## config.mk

```make
export PLATFORM = sky130hd
export DESIGN_NAME = gpm_top
export DESIGN_NICKNAME = d
export VERILOG_FILES = /design/src/design/gpm_pkg.sv /design/src/design/gpm_reg_if.sv /design/src/design/gpm_pin_cell.sv /design/src/design/gpm_ahb_front.sv /design/src/design/gpm_top.sv
export SDC_FILE = /design/constraint.sdc
export NUM_CORES = 1
export LEC_CHECK = 0
export BUFFER_PORTS_ARGS = -buffer_cell sky130_fd_sc_hd__buf_2
export CAP_MARGIN = 25
export CORE_AREA = 2 2 300 302
export CTS_CLUSTER_SIZE = 40
export DETAILED_ROUTE_END_ITERATION = 10
export DIE_AREA = 0 0 302 304
export GPL_ROUTABILITY_DRIVEN = 0
export PLACE_DENSITY_LB_ADDON = 0.1
export REMOVE_ABC_BUFFERS = 1
export SLEW_MARGIN = 20
export SYNTH_ARGS = -nofsm -noshare
export SYNTH_HDL_FRONTEND = slang
export SYNTH_SLANG_ARGS = --single-unit
export TNS_END_PERCENT = 20
```

## constraint.sdc

```tcl
create_clock -name core_clk -period 4.32 [get_ports core_clk]
set_clock_uncertainty 0.15 [all_clocks]
set_input_delay 0 -clock core_clk [delete_from_list [all_inputs] [get_ports core_clk]]
set_output_delay 0 -clock core_clk [all_outputs]
set_load 0.03 [all_outputs]
```

## src/design/gpm_pkg.sv

```systemverilog
package gpm_pkg;

    // Register byte offsets on the bus.
    localparam logic [11:0] OFF_MODE = 12'h000;
    localparam logic [11:0] OFF_OTYPE = 12'h004;
    localparam logic [11:0] OFF_PULL = 12'h008;
    localparam logic [11:0] OFF_IDATA = 12'h010;
    localparam logic [11:0] OFF_ODATA = 12'h014;
    localparam logic [11:0] OFF_BSC = 12'h018;
    localparam logic [11:0] OFF_AFL = 12'h020;
    localparam logic [11:0] OFF_AFH = 12'h024;
    localparam logic [11:0] OFF_AFSEL = 12'h028;
    localparam logic [11:0] OFF_ASW = 12'h02C;

    // Values after reset.
    localparam logic [31:0] RST_MODE = 32'h0000_0000;
    localparam logic [15:0] RST_OTYPE = 16'h0000;
    localparam logic [31:0] RST_PULL = 32'h0000_0000;
    localparam logic [15:0] RST_ODATA = 16'h0000;
    localparam logic [31:0] RST_AF = 32'h0000_0000;
    localparam logic [31:0] RST_AFSEL = 32'h0000_0000;
    localparam logic [15:0] RST_ASW = 16'h0000;

    // Field layout.
    localparam int unsigned MODE_W = 2;
    localparam int unsigned PULL_W = 2;
    localparam int unsigned AF_W = 4;
    localparam int unsigned AF_NUM = 16;
    localparam int unsigned ANA_W = 2;
    localparam int unsigned AF_PER_REG = 8;
    localparam int unsigned BSC_CLR_POS = 16;

    typedef enum logic [1:0] {
        MODE_IN = 2'b00,
        MODE_OUT = 2'b01,
        MODE_ALT = 2'b10,
        MODE_ANA = 2'b11
    } gpm_mode_t;

    typedef enum logic [1:0] {
        PULL_NONE = 2'b00,
        PULL_UP = 2'b01,
        PULL_DOWN = 2'b10,
        PULL_RSVD = 2'b11
    } gpm_pull_t;

    // Analog function codes carried by the analog function select field.
    localparam logic [1:0] ANA_ADC = 2'b00;
    localparam logic [1:0] ANA_DAC = 2'b01;
    localparam logic [1:0] ANA_OPAMP = 2'b10;
    localparam logic [1:0] ANA_COMP = 2'b11;

endpackage : gpm_pkg

```

## src/design/gpm_reg_if.sv

```systemverilog
`timescale 1ns/10ps
interface gpm_reg_if;
    logic wr_en;
    logic [11:0] addr;
    logic [31:0] wdata;
    logic [31:0] rdata;

    modport front (output wr_en, output addr, output wdata, input rdata);
    modport regs (input wr_en, input addr, input wdata, output rdata);
endinterface : gpm_reg_if

```

## src/design/gpm_pin_cell.sv

```systemverilog
`timescale 1ns/10ps
module gpm_pin_cell (
    // Configuration of this pin
    input wire logic [1:0] mode,
    input wire logic otype,
    input wire logic [1:0] pull,
    input wire logic odata,
    input wire logic [3:0] af_sel,
    input wire logic sw_en,
    // Peripheral side
    input wire logic [15:0] af_tx_data,
    input wire logic [15:0] af_tx_en,
    // Pad side
    input wire logic pad_in,
    output logic drv_val,
    output logic drv_oe_n,
    output logic pu_en,
    output logic pd_en,
    output logic st_en,
    output logic din,
    output logic sw_close
);
    logic is_ana;
    logic is_out;
    logic is_alt;
    logic data;
    logic drive;

    always_comb begin
        is_ana = (mode == gpm_pkg::MODE_ANA);
        is_out = (mode == gpm_pkg::MODE_OUT);
        is_alt = (mode == gpm_pkg::MODE_ALT);
        data = is_alt ? af_tx_data[af_sel] : odata;
        drive = is_out | (is_alt & af_tx_en[af_sel]);
        // Open-drain only ever sinks, so a one releases the line.
        drv_oe_n = !(drive & (!data | !otype));
        drv_val = data & !otype;
        pu_en = !is_ana & (pull == gpm_pkg::PULL_UP);
        pd_en = !is_ana & (pull == gpm_pkg::PULL_DOWN);
        st_en = !is_ana;
        din = is_ana ? 1'b0 : pad_in;
        sw_close = is_ana & sw_en;
    end
endmodule : gpm_pin_cell

```

## src/design/gpm_ahb_front.sv

```systemverilog
`timescale 1ns/10ps
module gpm_ahb_front (
    // Clock and reset
    input wire logic core_clk,
    input wire logic rst_n,
    // AHB-Lite slave
    input wire logic hsel,
    input wire logic [31:0] haddr,
    input wire logic [1:0] htrans,
    input wire logic hwrite,
    input wire logic [31:0] hwdata,
    input wire logic hready,
    output logic [31:0] hrdata,
    output logic hreadyout,
    output logic hresp,
    // Register side
    gpm_reg_if.front rif
);
    typedef struct packed {
        logic wr_pend;
        logic rd_pend;
        logic [11:0] addr;
        logic ready;
        logic [31:0] rdata;
    } gpm_front_t;

    gpm_front_t st_r;
    gpm_front_t st_nxt;

    always_comb begin
        st_nxt = st_r;
        st_nxt.wr_pend = 1'b0;
        if (st_r.rd_pend) begin
            // Wait state lets a write just ahead land before the read mux.
            st_nxt.rd_pend = 1'b0;
            st_nxt.ready = 1'b1;
            st_nxt.rdata = rif.rdata;
        end else if (hsel && htrans[1] && hready) begin
            st_nxt.addr = haddr[11:0];
            st_nxt.wr_pend = hwrite;
            st_nxt.rd_pend = !hwrite;
            st_nxt.ready = hwrite;
        end
    end

    always_ff @(posedge core_clk) begin
        if (!rst_n) begin
            st_r <= '{default: '0, ready: 1'b1};
        end else begin
            st_r <= st_nxt;
        end
    end

    assign rif.wr_en = st_r.wr_pend;
    assign rif.addr = st_r.addr;
    assign rif.wdata = hwdata;
    assign hrdata = st_r.rdata;
    assign hreadyout = st_r.ready;
    assign hresp = 1'b0;
endmodule : gpm_ahb_front

```

## src/design/gpm_top.sv

```systemverilog
`timescale 1ns/10ps
module gpm_top #(
    parameter int unsigned N_PINS = 16
) (
    // Clock and reset
    input wire logic core_clk,
    input wire logic rst_n,
    // AHB-Lite slave
    input wire logic hsel,
    input wire logic [31:0] haddr,
    input wire logic [1:0] htrans,
    input wire logic [2:0] hsize,
    input wire logic hwrite,
    input wire logic [31:0] hwdata,
    input wire logic hready,
    output logic [31:0] hrdata,
    output logic hreadyout,
    output logic hresp,
    // Pads
    input wire logic [N_PINS-1:0] pad_in,
    output logic [N_PINS-1:0] pad_out,
    output logic [N_PINS-1:0] pad_oe_n,
    output logic [N_PINS-1:0] pad_pu_en,
    output logic [N_PINS-1:0] pad_pd_en,
    output logic [N_PINS-1:0] pad_st_en,
    // Alternate function peripherals
    input wire logic [N_PINS*16-1:0] af_tx_data,
    input wire logic [N_PINS*16-1:0] af_tx_en,
    output logic [N_PINS-1:0] af_rx_data,
    // Analog switch
    output logic [N_PINS-1:0] ana_sw_close,
    output logic [N_PINS*2-1:0] ana_func_sel
);
    localparam int unsigned NP = N_PINS;

    if (N_PINS < 1 || N_PINS > 16) begin : g_bad_pins
        $error("N_PINS must lie between 1 and 16");
    end

    typedef struct packed {
        logic [31:0] mode;
        logic [15:0] otype;
        logic [31:0] pull;
        logic [15:0] odata;
        logic [31:0] afl;
        logic [31:0] afh;
        logic [31:0] afsel;
        logic [15:0] asw;
        logic [15:0] idata;
        logic [15:0] p_out;
        logic [15:0] p_oe_n;
        logic [15:0] p_pu;
        logic [15:0] p_pd;
        logic [15:0] p_st;
        logic [15:0] sw;
        logic [31:0] func;
    } gpm_regs_t;

    gpm_regs_t st_r;
    gpm_regs_t st_nxt;

    gpm_reg_if rif ();

    // Cell results, one bit per pin.
    logic [15:0] c_val;
    logic [15:0] c_oe_n;
    logic [15:0] c_pu;
    logic [15:0] c_pd;
    logic [15:0] c_st;
    logic [15:0] c_din;
    logic [15:0] c_sw;
    logic [15:0] pin_mask;
    logic [31:0] pin_mask2;

    // Word address decode shared by the write and read paths.
    function automatic logic hit(input logic [11:0] a, input logic [11:0] o);
        hit = (a[11:2] == o[11:2]);
    endfunction : hit

    gpm_ahb_front u_front (
        .core_clk(core_clk),
        .rst_n(rst_n),
        .hsel(hsel),
        .haddr(haddr),
        .htrans(htrans),
        .hwrite(hwrite),
        .hwdata(hwdata),
        .hready(hready),
        .hrdata(hrdata),
        .hreadyout(hreadyout),
        .hresp(hresp),
        .rif(rif.front)
    );

    genvar gi;
    generate
        for (gi = 0; gi < 16; gi++) begin : g_pin
            if (gi < NP) begin : g_used
                logic [3:0] sel;
                // Pins 0-7 take their selector from the low word, 8-15 high.
                assign sel = (gi < 8) ? st_r.afl[(gi%8)*4 +: 4]
                                      : st_r.afh[(gi%8)*4 +: 4];
                gpm_pin_cell u_cell (
                    .mode(st_r.mode[gi*2 +: 2]),
                    .otype(st_r.otype[gi]),
                    .pull(st_r.pull[gi*2 +: 2]),
                    .odata(st_r.odata[gi]),
                    .af_sel(sel),
                    .sw_en(st_r.asw[gi]),
                    .af_tx_data(af_tx_data[gi*16 +: 16]),
                    .af_tx_en(af_tx_en[gi*16 +: 16]),
                    .pad_in(pad_in[gi]),
                    .drv_val(c_val[gi]),
                    .drv_oe_n(c_oe_n[gi]),
                    .pu_en(c_pu[gi]),
                    .pd_en(c_pd[gi]),
                    .st_en(c_st[gi]),
                    .din(c_din[gi]),
                    .sw_close(c_sw[gi])
                );
                assign pin_mask[gi] = 1'b1;
                assign pin_mask2[gi*2 +: 2] = 2'b11;
            end else begin : g_unused
                assign c_val[gi] = 1'b0;
                assign c_oe_n[gi] = 1'b1;
                assign c_pu[gi] = 1'b0;
                assign c_pd[gi] = 1'b0;
                assign c_st[gi] = 1'b0;
                assign c_din[gi] = 1'b0;
                assign c_sw[gi] = 1'b0;
                assign pin_mask[gi] = 1'b0;
                assign pin_mask2[gi*2 +: 2] = 2'b00;
            end
        end
    endgenerate

    // Register writes and per-cycle sampling.
    always_comb begin
        st_nxt = st_r;
        if (rif.wr_en) begin
            if (hit(rif.addr, gpm_pkg::OFF_MODE)) begin
                st_nxt.mode = rif.wdata & pin_mask2;
            end
            if (hit(rif.addr, gpm_pkg::OFF_OTYPE)) begin
                st_nxt.otype = rif.wdata[15:0] & pin_mask;
            end
            if (hit(rif.addr, gpm_pkg::OFF_PULL)) begin
                st_nxt.pull = rif.wdata & pin_mask2;
            end
            if (hit(rif.addr, gpm_pkg::OFF_ODATA)) begin
                st_nxt.odata = rif.wdata[15:0] & pin_mask;
            end
            if (hit(rif.addr, gpm_pkg::OFF_BSC)) begin
                // Set wins when one write sets and clears the same bit.
                st_nxt.odata = ((st_r.odata
                    & ~rif.wdata[gpm_pkg::BSC_CLR_POS +: 16])
                    | rif.wdata[15:0]) & pin_mask;
            end
            if (hit(rif.addr, gpm_pkg::OFF_AFL)) begin
                st_nxt.afl = rif.wdata;
            end
            if (hit(rif.addr, gpm_pkg::OFF_AFH)) begin
                st_nxt.afh = rif.wdata;
            end
            if (hit(rif.addr, gpm_pkg::OFF_AFSEL)) begin
                st_nxt.afsel = rif.wdata & pin_mask2;
            end
            if (hit(rif.addr, gpm_pkg::OFF_ASW)) begin
                st_nxt.asw = rif.wdata[15:0] & pin_mask;
            end
        end
        st_nxt.idata = c_din;
        st_nxt.p_out = c_val;
        st_nxt.p_oe_n = c_oe_n;
        st_nxt.p_pu = c_pu;
        st_nxt.p_pd = c_pd;
        st_nxt.p_st = c_st;
        st_nxt.sw = c_sw;
        st_nxt.func = st_r.afsel;
    end

    // Read mux, sampled by the bus front during its wait state.
    always_comb begin
        rif.rdata = 32'h0000_0000;
        if (hit(rif.addr, gpm_pkg::OFF_MODE)) begin
            rif.rdata = st_r.mode;
        end else if (hit(rif.addr, gpm_pkg::OFF_OTYPE)) begin
            rif.rdata = {16'h0000, st_r.otype};
        end else if (hit(rif.addr, gpm_pkg::OFF_PULL)) begin
            rif.rdata = st_r.pull;
        end else if (hit(rif.addr, gpm_pkg::OFF_IDATA)) begin
            rif.rdata = {16'h0000, st_r.idata};
        end else if (hit(rif.addr, gpm_pkg::OFF_ODATA)) begin
            rif.rdata = {16'h0000, st_r.odata};
        end else if (hit(rif.addr, gpm_pkg::OFF_AFL)) begin
            rif.rdata = st_r.afl;
        end else if (hit(rif.addr, gpm_pkg::OFF_AFH)) begin
            rif.rdata = st_r.afh;
        end else if (hit(rif.addr, gpm_pkg::OFF_AFSEL)) begin
            rif.rdata = st_r.afsel;
        end else if (hit(rif.addr, gpm_pkg::OFF_ASW)) begin
            rif.rdata = {16'h0000, st_r.asw};
        end
    end

    always_ff @(posedge core_clk) begin
        if (!rst_n) begin
            st_r.mode <= gpm_pkg::RST_MODE;
            st_r.otype <= gpm_pkg::RST_OTYPE;
            st_r.pull <= gpm_pkg::RST_PULL;
            st_r.odata <= gpm_pkg::RST_ODATA;
            st_r.afl <= gpm_pkg::RST_AF;
            st_r.afh <= gpm_pkg::RST_AF;
            st_r.afsel <= gpm_pkg::RST_AFSEL;
            st_r.asw <= gpm_pkg::RST_ASW;
            st_r.idata <= 16'h0000;
            st_r.p_out <= 16'h0000;
            st_r.p_oe_n <= 16'hFFFF;
            st_r.p_pu <= 16'h0000;
            st_r.p_pd <= 16'h0000;
            st_r.p_st <= 16'h0000;
            st_r.sw <= 16'h0000;
            st_r.func <= 32'h0000_0000;
        end else begin
            st_r <= st_nxt;
        end
    end

    assign pad_out = st_r.p_out[NP-1:0];
    assign pad_oe_n = st_r.p_oe_n[NP-1:0];
    assign pad_pu_en = st_r.p_pu[NP-1:0];
    assign pad_pd_en = st_r.p_pd[NP-1:0];
    assign pad_st_en = st_r.p_st[NP-1:0];
    assign af_rx_data = st_r.idata[NP-1:0];
    assign ana_sw_close = st_r.sw[NP-1:0];
    assign ana_func_sel = st_r.func[NP*2-1:0];

endmodule : gpm_top

```

**Word level (Yosys, flattened, before mapping)**

Index checks and enable logic that the tools add are counted.

- Register bits after elaboration: 399
- Bits of input ports: 602
- Output and inout bits: 178
- Word-level logic and storage cells: 462

- $lt $le $gt $ge: 16
- Equality and inequality tests: 89
- Mux-type cells: 91
- Bitwise gates (word level): 134
- Reductions and logical operators: 96

Operator list:

| kind | count |
|---|---|
| $mux W32 | 8 |
| $bmux W1 S4 | 32 |
| $and A1 B1 Y1 | 96 |
| $eq A2 B2 Y1 const B | 48 |
| $lt A4 B5 Y1 const B | 16 |
| $logic_not A1 Y1 | 65 |
| $eq A2 B1 Y1 const B | 32 |
| $mux W1 | 48 |
| $mux W16 | 3 |
| $eq A10 B4 Y1 const B | 4 |
| $reduce_or A2 Y1 | 17 |
| $or A1 B1 Y1 | 32 |
| $eq A10 B3 Y1 const B | 3 |
| $reduce_and A2 Y1 | 9 |
| $and A16 B16 Y16 | 1 |
| $not A16 Y16 | 1 |
| $or A16 B16 Y16 | 1 |
| $eq A10 B1 Y1 const B | 1 |
| $eq A10 B2 Y1 const B | 1 |
| $logic_not A10 Y1 | 1 |
| $not A1 Y1 | 3 |
| $reduce_or A3 Y1 | 1 |
| $logic_and A1 B1 Y1 | 2 |
| $reduce_bool A2 Y1 | 1 |

**Longest topological paths before layout**

- Depth in word-level cells: 10
- Mapped depth: 9
- Depth with buffers taken out: 5

**Cells and area by module**

A second synthesis with hierarchy kept.

- Cell total of the unflattened synthesis: 2,516
- Area, all modules: 23,699.0 um2

By module, submodules not included:

| module | times used | cells an instance | area each (um2) | sequential area each (um2) |
|---|---|---|---|---|
| gpm_top | 1 | 1,647 | 14,860.5 | 7,046.8 |
| gpm_pin_cell | 16 | 39 | 409.1 | 0.0 |
| gpm_ahb_front | 1 | 245 | 2,292.2 | 940.9 |

**Worst setup path before layout**

OpenSTA, ideal clock, no wires.

- Kind: register to register
- Start point: register u_front.st_r (netlist bit u_front.rif.addr[6])
- End point: register u_front.st_r (netlist bit u_front.hrdata[11])
- Setup time: 0.122 ns
- Arrival: 1.964 ns
- Required time: 4.048 ns
- Path slack: 2.084 ns
- Stages on the path, launching flop included: 8
- Buffers on the path: 2
- Clock period less this slack: 2.236 ns
- Cell sequence: dfxtp_1 -> or4_1 -> buf_2 -> nor4_1 -> buf_2 -> mux2i_1 -> nor3_1 -> a221o_1

- Longest elaborated chain between the ends: 10
- Elaborated cells on any way between the ends: 18
- Those cells by class: eq/ne (8); mux (9); reduce/logical (1)

RTL lines:

| element | line | RTL |
|---|---|---|
| start, declared | gpm_ahb_front.sv:27 | `gpm_front_t st_r;` |
| start signal, assigned | gpm_ahb_front.sv:50 | `st_r <= st_nxt;` |
| $eq A10 B4 Y1 | gpm_top.sv:77 | `hit = (a[11:2] == o[11:2]);` |
| $mux W16 | gpm_top.sv:201 | `end else if (hit(rif.addr, gpm_pkg::OFF_ASW)) begin` |
| $mux W32 | gpm_top.sv:199 | `end else if (hit(rif.addr, gpm_pkg::OFF_AFSEL)) begin` |
| $mux W32 | gpm_top.sv:197 | `end else if (hit(rif.addr, gpm_pkg::OFF_AFH)) begin` |
| $mux W32 | gpm_top.sv:195 | `end else if (hit(rif.addr, gpm_pkg::OFF_AFL)) begin` |
| $mux W32 | gpm_top.sv:193 | `end else if (hit(rif.addr, gpm_pkg::OFF_ODATA)) begin` |
| $mux W32 | gpm_top.sv:191 | `end else if (hit(rif.addr, gpm_pkg::OFF_IDATA)) begin` |
| $mux W32 | gpm_top.sv:189 | `end else if (hit(rif.addr, gpm_pkg::OFF_PULL)) begin` |
| $mux W32 | gpm_top.sv:187 | `end else if (hit(rif.addr, gpm_pkg::OFF_OTYPE)) begin` |
| $mux W32 * | gpm_top.sv:185 | `if (hit(rif.addr, gpm_pkg::OFF_MODE)) begin` |

Mark *: on every way between the ends. The rest lies on a longest branch, timed or not.
A chain may end at the register's enable or synchronous reset.

**Worst setup path after layout**

- Start point: register st_r (netlist bit g_pin[11].g_used.sel[3])
- End point: register st_r (netlist bit pad_oe_n[11])

- Longest elaborated chain between the ends: 7
- Elaborated cells on any way between the ends: 11
- Those cells by class: mux (5); bitwise (4); reduce/logical (2)

RTL lines:

| element | line | RTL |
|---|---|---|
| start, declared | gpm_top.sv:59 | `gpm_regs_t st_r;` |
| start signal, assigned | gpm_top.sv:225 | `st_r <= st_nxt;` |
| $bmux W1 S4 | gpm_pin_cell.sv:33 | `data = is_alt ? af_tx_data[af_sel] : odata;` |
| $mux W1 (not written as such) | gpm_pin_cell.sv:33 |  |
| $mux W1 | gpm_pin_cell.sv:33 |  |
| $logic_not A1 Y1 | gpm_pin_cell.sv:36 | `drv_oe_n = !(drive & (!data \| !otype));` |
| $or A1 B1 Y1 | gpm_pin_cell.sv:36 |  |
| $and A1 B1 Y1 * | gpm_pin_cell.sv:36 |  |
| $logic_not A1 Y1 * | gpm_pin_cell.sv:36 |  |

Mark *: on every way between the ends. The rest lies on a longest branch, timed or not. The select of a mux whose other input is x is not followed.

==> metrics.txt <==
fill count=9,444; initial core utilization=23.31%; CP dominant cell by count=dlygate4sd3_1; I/O pins=780; WL per Instance=25.00 µm; P_leak=0.01139 µW; core area=89,050 µm²; outcome=complete, no violations; r2r endpoint=pad_oe_n[11]$_SDFF_PN1_; max-cap check violation count=0; setup TNS=0 ps; Avg Inst Size Synth=9.072 µm²; area of the multi-input gates=11,570 µm²; Critical Path Max Stage Delay=720 ps; Layout Cell Area excl Fill=28,970 µm²; pwr/cell area=313.5 nW/µm²; min-delay worst type=in2reg; Rows=110; clock buffer depth=3; cts bufs inserted=52; Setup WS pre-CTS=1016 ps; share of post-route cells with drive strength above 1=33.62%; largest net degree at the start of global routing=76; placed inst area=25,420 µm²; gr usage total=22.77%; Iter 0 DRT Violations=1,449; worst reg2reg startpoint=g_pin[11].g_used.sel[3]$_SDFFE_PN0P_; commonest non-fill, non-tap cells in the layout=751 x buf_2, 470 x nand2_1, 395 x dfxtp_1, 184 x dlygate4sd3_1, 124 x a21boi_1; fin. max-slew vios=0; synth unique cells=77; register bit total from synthesis=397; critical path's top delay family=buffers and inverters; asr flop ratio synth=0%; synthesized area=20,760 µm²; final hold vios=0; vias per cell=4.943; crit start category=flop; Tmin final=3930 ps; CP Cell Sequence=mux4_2, dlygate4sd3_1, a22oi_1, dlygate4sd3_1, nand3_1, dlygate4sd3_1, o21ai_0, dlygate4sd3_1; CP Capture Type=flop; most common cell after layout, fill and taps aside=buf_2; Slowest cell on crit path=dfxtp_1; FF/Latch Area=7950 µm²; Syn Inst Count=2,288; Setup CP Type=reg2reg; Worst Path Required=4700 ps; worst r2r path cells=8; DP HPWL=81,960 µm; Die ar.=91,810 µm²; period utilization=90.97%; CTS tree=yes; vias in the first global route=22,130; TritonRoute pass-1 iters=5; Final Power=9081 µW; IO buf count=752; top cells by area, synth=dfxtp_1 38%, mux4_2 11%, nand2_1 8.6%; CTS H-tree depth=2; initial antenna violation count=8; CTS root buffer=clkbuf_16; Max IR drop VDD=0.2830 mV; fin worst setup slack=390.0 ps; clk slew on worst S/H paths=60 ps; number of synthesized flops with an enable pin=0; CP Data Arrival Time=4310 ps; Vias=21,390; CTS sink cnt=397; DRT Wirelength=108,200 µm; die extent in x=302 µm; worst setup path start=g_pin[11].g_used.sel[3]$_SDFFE_PN0P_; Slew @ Worst Pin=1118 ps; Total Nets Final=3,705; FMAX=0.2545 GHz; GRT overflow=0; DRC errors left=0; WP buf/inv=4; Critical Path Sink=pad_oe_n[11]$_SDFF_PN1_; final setup fails=0; DRT antenna net count=0; Crit Path Max Fanout=10; Layout area overhead=39.57%; most area-hungry cell type in the Yosys netlist=dfxtp_1; Slew HR=25.45%; Reg2Reg Setup Slack=390 ps; Die Ht=304 µm; register area share after synthesis=38.29%; first-pass GRT wire length=152,900 µm; post-synth top area share=38.29%; WP depth=8; clk_lat worst skew=610 ps; ys flop type=dfxtp_1; RSZ-0062 raised after global routing=no; Syn. warnings=0
## synth_stat cells (5+ instances only)
| cell type | n |
|---|---|
| clkbuf_1 | 123 |
| nand4_1 | 13 |
| nand2_1 | 474 |
| mux2_2 | 10 |
| mux2i_1 | 90 |
| o221ai_1 | 19 |
| a2bb2oi_1 | 5 |
| a22oi_1 | 27 |
| and3_1 | 47 |
| and2_1 | 40 |
| a222oi_1 | 5 |
| a21oi_1 | 22 |
| o22ai_1 | 5 |
| o21ai_0 | 98 |
| a31oi_1 | 35 |
| nor2b_1 | 44 |
| dfxtp_1 | 397 |
| mux4_2 | 103 |
| o2111ai_1 | 22 |
| a211oi_1 | 11 |
| nor3_1 | 30 |
| nor2_1 | 54 |
| nand3b_1 | 25 |
| o21a_1 | 5 |
| and3b_1 | 15 |
| a221oi_1 | 6 |
| a21boi_0 | 65 |
| buf_1 | 13 |
| or3_1 | 8 |
| a31o_2 | 16 |
| a21boi_1 | 125 |
| nor3b_1 | 39 |
| inv_1 | 39 |
| nor4_1 | 12 |
| a32o_1 | 10 |
| nand3_1 | 19 |
| nand2b_1 | 29 |
| buf_2 | 51 |
| o2bb2ai_1 | 15 |
| buf_4 | 44 |
## power breakdown
group / leakage (µW) / internal (µW) / switching (µW)
registers: 0.00321 / 3690 / 38.3
logic: 0.00734 / 479 / 520
clock network: 0.000840 / 2580 / 1770
total: 0.0114 / 6750 / 2330
## registers in the layout, indices dropped and copies added (netlist names), 32 cells and up
signal	cells
g_pin.g_used.sel	64
ana_func_sel	32
st_r	112
u_front.hrdata	32
st_nxt	32
## worst min path at each step
| stage | depth (start not counted) | slack [ps] | startpoint | to |
|---|---|---|---|---|
| after floorplan | 1 | -70 | rst_n | pad_oe_n[1]$_SDFF_PN1_ |
| after global placement | 2 | 30 | hwrite | u_front.st_r[45]$_SDFF_PP0_ |
| after detailed placement | 2 | 30 | hwrite | u_front.st_r[45]$_SDFF_PP0_ |
| after CTS | 3 | 5 | pad_in[1] | af_rx_data[1]$_SDFF_PP0_ |
| after global routing | 3 | 30 | pad_in[0] | af_rx_data[0]$_SDFF_PP0_ |
| final | 5 | 30 | af_tx_data[58] | pad_out[3]$_SDFF_PN0_ |
## layout make-up
class	instances	area share [%]
antenna	7	0.06046
clock buffer	75	5.174
clock inverter	20	0.6651
inverter	40	0.5183
multi-input combinational	1616	39.95
sequential	397	27.44
tap	1176	5.079
timing repair buffer	996	21.11
## metal layers
| layer | global-route usage, % | vias up | part of all wire (%) |
|---|---|---|---|
| met5 | 1.005 | - | 0.12 |
| met4 | 6.965 | 2 | 3.2 |
| met3 | 4.769 | 160 | 6.8 |
| met2 | 38.76 | 851 | 48 |
| met1 | 28.57 | 10490 | 42 |
| li1 | - | 9886 | - |
## per-stage QoR
stage	utilization [%]	hold slack, ps	instances
final	32.53	27.35	4327
after global routing	32.52	28.86	4323
after CTS	32.51	4.704	4320
after detailed placement	28.55	32.37	4041
after global placement	28.55	27.15	4041
after floorplan	-	-71.38	2053
## worst register-to-register path: stages, from the launching register on
cell and delay, ps:
dfxtp_1 720, mux4_2 410, dlygate4sd3_1 560, a22oi_1 160
dlygate4sd3_1 590, nand3_1 80, dlygate4sd3_1 560, o21ai_0 70
dlygate4sd3_1 560
## logic make-up after synthesis
kind of cell              synth area share [%]
other                                  0.01807
DFF                                      38.29
muxes                                    16.06
and+or+nand+nor                          20.89
AOI/OAI and AO/OA                        18.51
xor gates and xnor gates               0.04220
buffers and inverters                    6.191
## repair_timing
action	CTS	global route
endpoints found under the hold margin	297	0
resized for setup	0	0
setup buffers	0	0
hold buffers	184	0
No activity file was read; power rests on OpenSTA's default activity.
